**config.mk**
```make
export PLATFORM = sky130hd
export DESIGN_NAME = ubp_user_bit_port
export DESIGN_NICKNAME = d
export VERILOG_FILES = /design/src/shared/ubp_pkg.sv /design/src/logic/ubp_user_bit_port.sv /design/src/logic/ubp_divider.sv /design/src/logic/ubp_pin_sync.sv
export SDC_FILE = /design/constraint.sdc
export NUM_CORES = 2
export LEC_CHECK = 0
export ABC_AREA = 1
export BUFFER_PORTS_ARGS = -buffer_cell sky130_fd_sc_hd__buf_2
export CORE_ASPECT_RATIO = 1.25
export CORE_UTILIZATION = 25
export CTS_CLUSTER_DIAMETER = 60
export CTS_CLUSTER_SIZE = 28
export DETAILED_ROUTE_END_ITERATION = 10
export GPL_TIMING_DRIVEN = 0
export HOLD_SLACK_MARGIN = 0.06
export PLACE_DENSITY = 0.36
export SLEW_MARGIN = 20
export SYNTH_ARGS = -nofsm -noshare
export SYNTH_HDL_FRONTEND = slang
export SYNTH_HIERARCHICAL = 1
export SYNTH_SLANG_ARGS = --single-unit
export TNS_END_PERCENT = 100
```
**constraint.sdc**
```tcl
create_clock -name clock_in -period 31.4 [get_ports clock_in]
set_clock_uncertainty 0.1 [all_clocks]
set_input_delay 3.14 -clock clock_in [delete_from_list [all_inputs] [get_ports clock_in]]
set_output_delay 3.14 -clock clock_in [all_outputs]
set_load 0.05 [all_outputs]
```
**src/shared/ubp_pkg.sv**
```systemverilog
package ubp_pkg;

  // ---------------------------------------------------------------
  // geometry
  // ---------------------------------------------------------------
  localparam int NUM_PORTS     = 8;
  localparam int PORT_W        = 8;
  localparam int PIN_W         = NUM_PORTS * PORT_W;
  localparam int UB_W          = 32;
  localparam int IN_PORTS      = 4;
  localparam int OUT_BIT_BASE  = 32;
  localparam int RELAY_BOARDS  = 4;

  // ---------------------------------------------------------------
  // timing
  // ---------------------------------------------------------------
  localparam int CLOCK_PERIOD_NS   = 10;
  localparam int TENTH_TIME_NS     = 100_000_000;
  localparam int TENTH_CYCLES      = TENTH_TIME_NS / CLOCK_PERIOD_NS;
  localparam int FRAME_TIME_NS     = 33_333_333;
  localparam int FRAME_CYCLES      = FRAME_TIME_NS / CLOCK_PERIOD_NS;
  localparam logic [7:0] PULSE_DEFAULT_TENTHS = 8'h05;

  // ---------------------------------------------------------------
  // reset values
  // ---------------------------------------------------------------
  localparam logic [PIN_W-1:0] PIN_LEVEL_RESET = 64'hFFFF_FFFF_FFFF_FFFF;
  localparam logic [PIN_W-1:0] PIN_OE_N_RESET  = 64'hFFFF_FFFF_FFFF_FFFF;
  localparam logic [7:0]       PORT_EN_RESET   = 8'h00;
  localparam logic [7:0]       OUT_PORTS_MASK  = 8'hF0;

  typedef enum logic [1:0] {
    UBP_PB_OFF,
    UBP_PB_USER,
    UBP_PB_USER_SCRIPT
  } ubp_pb_mode_t;

  typedef enum logic [2:0] {
    UBP_PORT_BYTE_WRITE_COMMAND,
    UBP_BIT_ACTIVATE_COMMAND,
    UBP_BIT_DEACTIVATE_COMMAND,
    UBP_BIT_PULSE_COMMAND,
    UBP_HOLD_BIT_COMMAND,
    UBP_RELEASE_BIT_COMMAND,
    UBP_PORT_READ_COMMAND
  } ubp_op_t;

  typedef struct packed {
    ubp_op_t    op;
    logic       port_all;
    logic [2:0] port;
    logic       bit_all;
    logic [2:0] bit_no;
    logic [7:0] data;
  } ubp_cmd_t;

  typedef struct packed {
    logic            done;
    logic            ok;
    logic [UB_W-1:0] bits;
  } ubp_rx_t;

endpackage : ubp_pkg

```
**src/logic/ubp_user_bit_port.sv**
```systemverilog
`timescale 1ns/100ps

module ubp_user_bit_port
  import ubp_pkg::*;
#(
  parameter int unsigned TENTH_DIV = TENTH_CYCLES,
  parameter int unsigned FRAME_DIV = FRAME_CYCLES,
  parameter int          BOARDS    = RELAY_BOARDS
) (
  input  wire logic                  clock_in,         // 100 MHz clock
  input  wire logic                  rst_in,           // async reset
  input  wire logic                  gen_running_in,   // generator running
  input  wire logic                  frame_start_in,   // generated frame start
  input  wire logic                  record_en_in,     // record option
  input  wire ubp_pb_mode_t          pb_mode_in,       // playback option
  input  wire logic                  autorest_en_in,   // auto-rest enable
  input  wire logic [7:0]            freewheel_in,     // freewheel, frames
  input  wire ubp_rx_t               rx_in,            // received frame
  input  wire logic                  cmd_valid_in,     // script command strobe
  input  wire ubp_cmd_t              cmd_in,           // script command
  input  wire logic [UB_W-1:0]       pin_in,           // ports 1-4 pin levels
  output logic [PIN_W-1:0]           port_out,         // pin drive levels
  output logic [PIN_W-1:0]           port_oe_n_out,    // low while driving
  output logic [UB_W-1:0]            ub_record_out,    // user bits to insert
  output logic                       ub_record_stb_out,// capture pulse
  output logic                       ub_insert_out,    // replace user bits
  output logic                       playing_out,      // playback engaged
  output logic [7:0]                 read_data_out,    // port read value
  output logic                       read_valid_out,   // read data pulse
  output logic [BOARDS*PORT_W-1:0]   relay_out         // relay coils, high on
);

  // ---------------------------------------------------------------
  // helpers
  // ---------------------------------------------------------------
  function automatic logic [NUM_PORTS-1:0] port_mask(input ubp_cmd_t c);
    logic [NUM_PORTS-1:0] m;
    m = '0;
    for (int p = 0; p < NUM_PORTS; p++)
      m[p] = c.port_all || (c.port == 3'(p));
    return m;
  endfunction : port_mask

  function automatic logic [PIN_W-1:0] bit_mask(input ubp_cmd_t c);
    logic [PIN_W-1:0]     m;
    logic [NUM_PORTS-1:0] pm;
    m  = '0;
    pm = port_mask(c);
    for (int i = 0; i < PIN_W; i++)
      m[i] = pm[i / PORT_W] && (c.bit_all || (c.bit_no == 3'(i % PORT_W)));
    return m;
  endfunction : bit_mask

  function automatic logic [PIN_W-1:0] widen(input logic [NUM_PORTS-1:0] p);
    logic [PIN_W-1:0] m;
    m = '0;
    for (int i = 0; i < PIN_W; i++)
      m[i] = p[i / PORT_W];
    return m;
  endfunction : widen

  // ---------------------------------------------------------------
  // rate enables and pin inputs
  // ---------------------------------------------------------------
  logic            tenth_tick;
  logic            frame_tick;
  logic [UB_W-1:0] pin_sync;

  ubp_divider #(.DIV(TENTH_DIV)) u_tenth (
    .clock_in (clock_in),
    .rst_in   (rst_in),
    .clear_in (1'b0),
    .tick_out (tenth_tick)
  );

  ubp_pin_sync #(.W(UB_W)) u_sync (
    .clock_in (clock_in),
    .rst_in   (rst_in),
    .pin_in   (pin_in),
    .pin_out  (pin_sync)
  );

  // ---------------------------------------------------------------
  // state
  // ---------------------------------------------------------------
  logic [PIN_W-1:0]     act;
  logic [UB_W-1:0]      hold;
  logic [NUM_PORTS-1:0] port_en;
  logic                 playing;
  logic [7:0]           fw_count;
  logic [UB_W-1:0]      last_ub;
  logic [7:0]           pulse_left [PIN_W];

  logic [PIN_W-1:0]     next_act;
  logic [UB_W-1:0]      next_hold;
  logic [NUM_PORTS-1:0] next_port_en;
  logic                 next_playing;
  logic [7:0]           next_fw_count;

  // ---------------------------------------------------------------
  // decode
  // ---------------------------------------------------------------
  wire pb_on      = (pb_mode_in != UBP_PB_OFF);
  wire valid_fr   = rx_in.done && rx_in.ok && pb_on;
  wire cmd_take   = cmd_valid_in && (pb_mode_in != UBP_PB_USER);
  wire capture    = frame_start_in && gen_running_in
                    && record_en_in;
  wire [PIN_W-1:0]     sel      = bit_mask(cmd_in);
  wire [NUM_PORTS-1:0] psel     = port_mask(cmd_in);
  wire [PIN_W-1:0]     pwide    = widen(psel);
  wire [PIN_W-1:0]     data_rep = {NUM_PORTS{cmd_in.data}};
  wire [7:0]           pulse_len = (cmd_in.data == 8'h00)
                                   ? PULSE_DEFAULT_TENTHS : cmd_in.data;
  wire is_write = cmd_take && (cmd_in.op == UBP_PORT_BYTE_WRITE_COMMAND);
  wire is_on    = cmd_take && (cmd_in.op == UBP_BIT_ACTIVATE_COMMAND);
  wire is_off   = cmd_take && (cmd_in.op == UBP_BIT_DEACTIVATE_COMMAND);
  wire is_pulse = cmd_take && (cmd_in.op == UBP_BIT_PULSE_COMMAND);
  wire is_hold  = cmd_take && (cmd_in.op == UBP_HOLD_BIT_COMMAND);
  wire is_rel   = cmd_take && (cmd_in.op == UBP_RELEASE_BIT_COMMAND);
  wire is_read  = cmd_take && (cmd_in.op == UBP_PORT_READ_COMMAND)
                  && !cmd_in.port_all && (cmd_in.port < 3'(IN_PORTS));
  wire bit_cmd  = is_on || is_off || is_pulse;
  wire [PIN_W-1:0] touched = is_write ? pwide : (bit_cmd ? sel : '0);

  logic [PIN_W-1:0] expire;
  always_comb
  begin
    for (int i = 0; i < PIN_W; i++)
      expire[i] = tenth_tick && (pulse_left[i] == 8'h01);
  end

  wire fw_over = playing && frame_tick && autorest_en_in
                 && (fw_count >= freewheel_in);

  ubp_divider #(.DIV(FRAME_DIV)) u_frame (
    .clock_in (clock_in),
    .rst_in   (rst_in),
    .clear_in (valid_fr),
    .tick_out (frame_tick)
  );

  // ---------------------------------------------------------------
  // next state: frame, then timers, then script (script wins)
  // ---------------------------------------------------------------
  always_comb
  begin
    next_act      = act;
    next_hold     = hold;
    next_port_en  = port_en;
    next_playing  = playing;
    next_fw_count = fw_count;
    if (valid_fr)
    begin
      next_playing  = 1'b1;
      next_fw_count = 8'h00;
      next_port_en  = port_en | OUT_PORTS_MASK;
      for (int i = 0; i < UB_W; i++)
        if (!hold[i])
          next_act[OUT_BIT_BASE+i] = rx_in.bits[i];
    end
    else if (fw_over)
    begin
      next_playing = 1'b0;
      for (int i = 0; i < UB_W; i++)
        if (!hold[i])
          next_act[OUT_BIT_BASE+i] = 1'b0;
    end
    else if (playing && frame_tick && fw_count != 8'hFF)
      next_fw_count = fw_count + 8'h01;
    if (!pb_on)
      next_playing = 1'b0;
    next_act = next_act & ~expire;
    if (is_write)
      next_act = (next_act & ~pwide) | (data_rep & pwide);
    if (is_on || is_pulse)
      next_act = next_act | sel;
    if (is_off)
      next_act = next_act & ~sel;
    if (is_write || bit_cmd)
    begin
      next_port_en = next_port_en | psel;
      next_hold    = next_hold | touched[PIN_W-1:OUT_BIT_BASE];
    end
    if (is_hold)
      next_hold = next_hold | sel[PIN_W-1:OUT_BIT_BASE];
    if (is_rel)
    begin
      next_hold = next_hold & ~sel[PIN_W-1:OUT_BIT_BASE];
      if (playing)
        for (int i = 0; i < UB_W; i++)
          if (sel[OUT_BIT_BASE+i])
            next_act[OUT_BIT_BASE+i] = last_ub[i];
    end
    if (is_read)
      next_port_en[cmd_in.port] = 1'b0;
  end

  // ---------------------------------------------------------------
  // registers
  // ---------------------------------------------------------------
  always_ff @(posedge clock_in or posedge rst_in)
  begin
    if (rst_in)
    begin
      act      <= '0;
      hold     <= '0;
      port_en  <= PORT_EN_RESET;
      playing  <= 1'b0;
      fw_count <= 8'h00;
      last_ub  <= '0;
    end
    else
    begin
      act      <= next_act;
      hold     <= next_hold;
      port_en  <= next_port_en;
      playing  <= next_playing;
      fw_count <= next_fw_count;
      if (valid_fr)
        last_ub <= rx_in.bits;
    end
  end

  always_ff @(posedge clock_in or posedge rst_in)
  begin
    if (rst_in)
    begin
      for (int i = 0; i < PIN_W; i++)
        pulse_left[i] <= 8'h00;
    end
    else
    begin
      for (int i = 0; i < PIN_W; i++)
        if (is_pulse && sel[i])
          pulse_left[i] <= pulse_len;
        else if (touched[i])
          pulse_left[i] <= 8'h00;
        else if (tenth_tick && pulse_left[i] != 8'h00)
          pulse_left[i] <= pulse_left[i] - 8'h01;
    end
  end

  // ---------------------------------------------------------------
  // pins and relays
  // ---------------------------------------------------------------
  always_ff @(posedge clock_in or posedge rst_in)
  begin
    if (rst_in)
    begin
      port_out      <= PIN_LEVEL_RESET;
      port_oe_n_out <= PIN_OE_N_RESET;
      relay_out     <= '0;
      playing_out   <= 1'b0;
    end
    else
    begin
      port_out      <= ~next_act;
      port_oe_n_out <= ~widen(next_port_en);
      relay_out     <= next_act[PIN_W-1 -: BOARDS*PORT_W];
      playing_out   <= next_playing;
    end
  end

  // ---------------------------------------------------------------
  // record capture and port read
  // ---------------------------------------------------------------
  always_ff @(posedge clock_in or posedge rst_in)
  begin
    if (rst_in)
    begin
      ub_record_out     <= '0;
      ub_record_stb_out <= 1'b0;
      ub_insert_out     <= 1'b0;
      read_data_out     <= 8'h00;
      read_valid_out    <= 1'b0;
    end
    else
    begin
      ub_insert_out     <= record_en_in && gen_running_in;
      ub_record_stb_out <= capture;
      if (capture)
        ub_record_out <= ~pin_sync;
      read_valid_out <= is_read;
      if (is_read)
        read_data_out <= pin_sync[cmd_in.port[1:0]*PORT_W +: PORT_W];
    end
  end

endmodule : ubp_user_bit_port

```
**src/logic/ubp_divider.sv**
```systemverilog
`timescale 1ns/100ps

// one-cycle enable every DIV clocks, restartable
module ubp_divider #(
  parameter int unsigned DIV = 10
) (
  input  wire logic clock_in,  // system clock
  input  wire logic rst_in,    // async reset
  input  wire logic clear_in,  // restart the period
  output logic      tick_out   // one-cycle enable
);

  localparam int CW = $clog2(DIV + 1);
  localparam logic [CW-1:0] LAST = CW'(DIV - 1);

  logic [CW-1:0] count;
  wire           wrap = (count == LAST);

  always_ff @(posedge clock_in or posedge rst_in)
  begin
    if (rst_in)
    begin
      count    <= '0;
      tick_out <= 1'b0;
    end
    else
    begin
      count    <= (clear_in || wrap) ? '0 : count + CW'(1);
      tick_out <= wrap && !clear_in;
    end
  end

endmodule : ubp_divider

```
**src/logic/ubp_pin_sync.sv**
```systemverilog
`timescale 1ns/100ps

// three-stage synchroniser; a bit changes once stages two and three agree
module ubp_pin_sync #(
  parameter int W = 32
) (
  input  wire logic         clock_in,  // system clock
  input  wire logic         rst_in,    // async reset
  input  wire logic [W-1:0] pin_in,    // asynchronous pins
  output logic      [W-1:0] pin_out    // settled pin levels
);

  logic [W-1:0] stage1;
  logic [W-1:0] stage2;
  logic [W-1:0] stage3;
  wire  [W-1:0] agree = ~(stage2 ^ stage3);

  always_ff @(posedge clock_in or posedge rst_in)
  begin
    if (rst_in)
    begin
      stage1  <= '1;
      stage2  <= '1;
      stage3  <= '1;
      pin_out <= '1;
    end
    else
    begin
      stage1  <= pin_in;
      stage2  <= stage1;
      stage3  <= stage2;
      pin_out <= (agree & stage3) | (~agree & pin_out);
    end
  end

endmodule : ubp_pin_sync

```
==> results.toml <==
[final_layout]
layout_common_cells = "nand2_1 (1462), inv_1 (959), o21ai_0 (851), dfrtp_1 (748), nor2_1 (646)"
finish.utilization_pct = 30.25
nFillCells = 22950
largest-register = "pulse_left"
final_layout_size_suffix_gt1_share_pct = 16.49
largest_reg_flops = 512
fin_nets = 7667
area_delta_synth_final_pct = 20.25
reg.largest.list = "pulse_left: 512 flops, port_out: 64 flops, act: 33 flops"
final_common_cell = "nand2_1"

[worst_setup_path]
crit_top_cell = "o21ai_0"
critPathBufInv = 4
cpPeakStageDelay_ps = 980
critPathArrivalTime_ps = 6990
crit_fanout = 11
cp-start-kind = "input port"
cp-end-kind = "register"
cp_top_family = "buffers and inverters"
crit_slowest_cell = "clkinv_1"
critical_path_class = "input port to register"
cp.required_ps = 31960
crit_chain = "buf_2 > clkinv_1 > nand4_1 > nor2_1 > nor2_2 > buf_6 > clkbuf_1 > o21ai_0 > nand2_1 > o21ai_0"

[worst_hold_path]
hp-class = "register to register"

[status]
status = "complete, no violations"

[global_route]
grt_pass1_wl_um = 338700
grt_pass1_vias = 48890
overflow = 0
antenna_found_initial = 24
grt_max_degree = 103
grt.met3_usage_pct = 3.659
grt_util_met1_pct = 26.72
met2_usage_pct = 35.30
gr-usage-all-layers_pct = 21.09
grt-busiest-layer = "met2"

[detailed_routing]
wl_per_cell_um = 22.17
drtIter0Drc = 3653
vias = 49870
final_antenna_net_count = 0
viasPerCell = 4.785
drt_wl_total_um = 231100
drc = 0
drt-pass1-iter-count = 6

[logic_synthesis]
synth_cells = 6948
synth_top_area_cell = "dfrtp_1"
syn_area_per_cell_um2 = 7.756
synth_area_mm2 = 0.05389
yosysSeqAreaShare_pct = 44.48
synth_cell_types = 58
synth-seq-cells = 948
synth_area_leaders = "dfrtp_1 (35%), nand2_1 (10%), dfstp_2 (9.8%)"
ys_warn_count = 6
synth_top_area_share_pct = 34.73

[sta]
maxSlewHeadroom_pct = 17.31
slew_violations = 0
hold_viol = 0
fin_crit_ps = 6437
rsz0062_at_grt = "false"
setup_violations = 0
fmax_mhz = 155.3
tightest_slew_ps = 1233
fin_ws_ps = 24960
period_share_pct = 20.50

[die]
die_x_um = 417.3
die-area_mm2 = 0.2174
rows = 190
ios = 306
die_h_um = 521.1
fp.coreArea_mm2 = 0.2142
start_util_pct = 25.16

[power]
p_int_w = 0.003223
sw_frac_of_total_pct = 40.02
ir_worst_vdd_mv = 0.05931
clock_power_share_pct = 30.8
p_switching_w = 0.002150
power_frac_seq_pct = 34.7
combPwrFrac_pct = 34.5
powerDensity_mw_per_mm2 = 82.92
total_leakage_power_nw = 30.33

[place]
numPortBuffers = 303
gp_congestion = 0.8822
dp_hpwl_um = 166600
pre_cts_ws_ps = 24370

[clock_tree]
post_cts_buffers = 0
cts_resized = 0
htreeDepth = 4
clk_pin_slew_worst_paths_ps = 80
clkLatencyLatePin_ps = 810
root_buffer = "clkbuf_16"
numClockSinks = 948
cts_tree = "done"
numCtsBuffers = 132
clockBufferDepth = 3
holdBufCountCts = 0

[flow_run]
cap_violations = 0
[area by class of cell]
type,count,area [µm²],area share [%]
inverters,1023,3857,5.953
well taps,2880,3603,5.561
multi-input cells,4666,24400,37.65
clock inverters,79,1057,1.632
clock buffers,167,3692,5.698
flip-flops and latches,948,23970,36.99
repair buffers,341,2412,3.723
diodes,7,17.52,0.02703
plain buffers,312,1793,2.767
[metrics by stage]
stage / instances / total power [W] / TNS (ps) / instance area [µm²] / hold WS (ps)
floorplan: 6949 / 0.003239 / 0 / 53890 / 245.2
global placement: 10130 / 0.003711 / -4818170 / 59010 / 245.6
detailed placement: 10170 / 0.003725 / 0 / 60020 / 246.8
CTS: 10420 / 0.005426 / 0 / 64770 / 249.0
global route: 10420 / 0.005782 / 0 / 64790 / 252.8
finish: 10420 / 0.005374 / 0 / 64800 / 248.5
[path summary, 6_finish.rpt]
path / startpoint / end / depth (start not counted) / slack (ps)
max: cmd_in[2] / pulse_left[506] / 10 / 24960
min: u_sync/stage1[1] / u_sync/stage2[1] / 0 / 250
max reg2reg: playing_out / port_out[56] / 11 / 27350
min reg2reg: u_sync/stage1[1] / u_sync/stage2[1] / 0 / 250
max in group asynchronous: rst_in / port_out[26] / 6 / 26690
min in group asynchronous: rst_in / pulse_left[21] / 2 / 2460
[cells by family after synthesis]
family,synth area share (%)
AO/OA/AOI/OAI,18.18
XOR/XNOR,3.234
adder cells (fa/ha/maj),3.274
buffers and inverters,10.31
flip-flops,44.48
multiplexers,0.5108
other,0.006959
AND/OR/NAND/NOR,20.00
[power by group through the flow]
stage / logic (W) / clock network [W] / registers [W]
after floorplan: 0.00129 / 0 / 0.00194
after global placement: 0.00183 / 0 / 0.00189
after detailed placement: 0.00185 / 0 / 0.00188
after CTS: 0.00186 / 0.00171 / 0.00186
after global routing: 0.00211 / 0.00175 / 0.00191
final: 0.00186 / 0.00165 / 0.00186
[layer usage]
layer  vias to the layer above  wire (µm)
li1                      23780          -
met1                     24230      98950
met2                      1476     109500
met3                       377      13010
met4                        16       9581
met5                         -        101
[synthesized netlist by cell type, drive strengths merged]
cell type	n
a211oi	3
a21o	1
a21oi	147
a22oi	11
a31oi	51
a41oi	2
and2	2
buf	197
clkbuf	115
clkinv	10
conb	1
dfrtp	748
dfstp	200
ha	141
inv	1013
mux2	12
mux2i	14
nand2	1500
nand3	277
nand3b	1
nand4	45
nor2	688
nor3	62
nor4	16
o211ai	59
o21a	8
o21ai	944
o21bai	11
o221ai	46
o22a	1
o22ai	333
o311ai	13
o31a	1
o31ai	27
o32ai	27
o41ai	2
or2	19
or3	1
xnor2	34
xor2	165
Power figures use the tool's default switching activity.
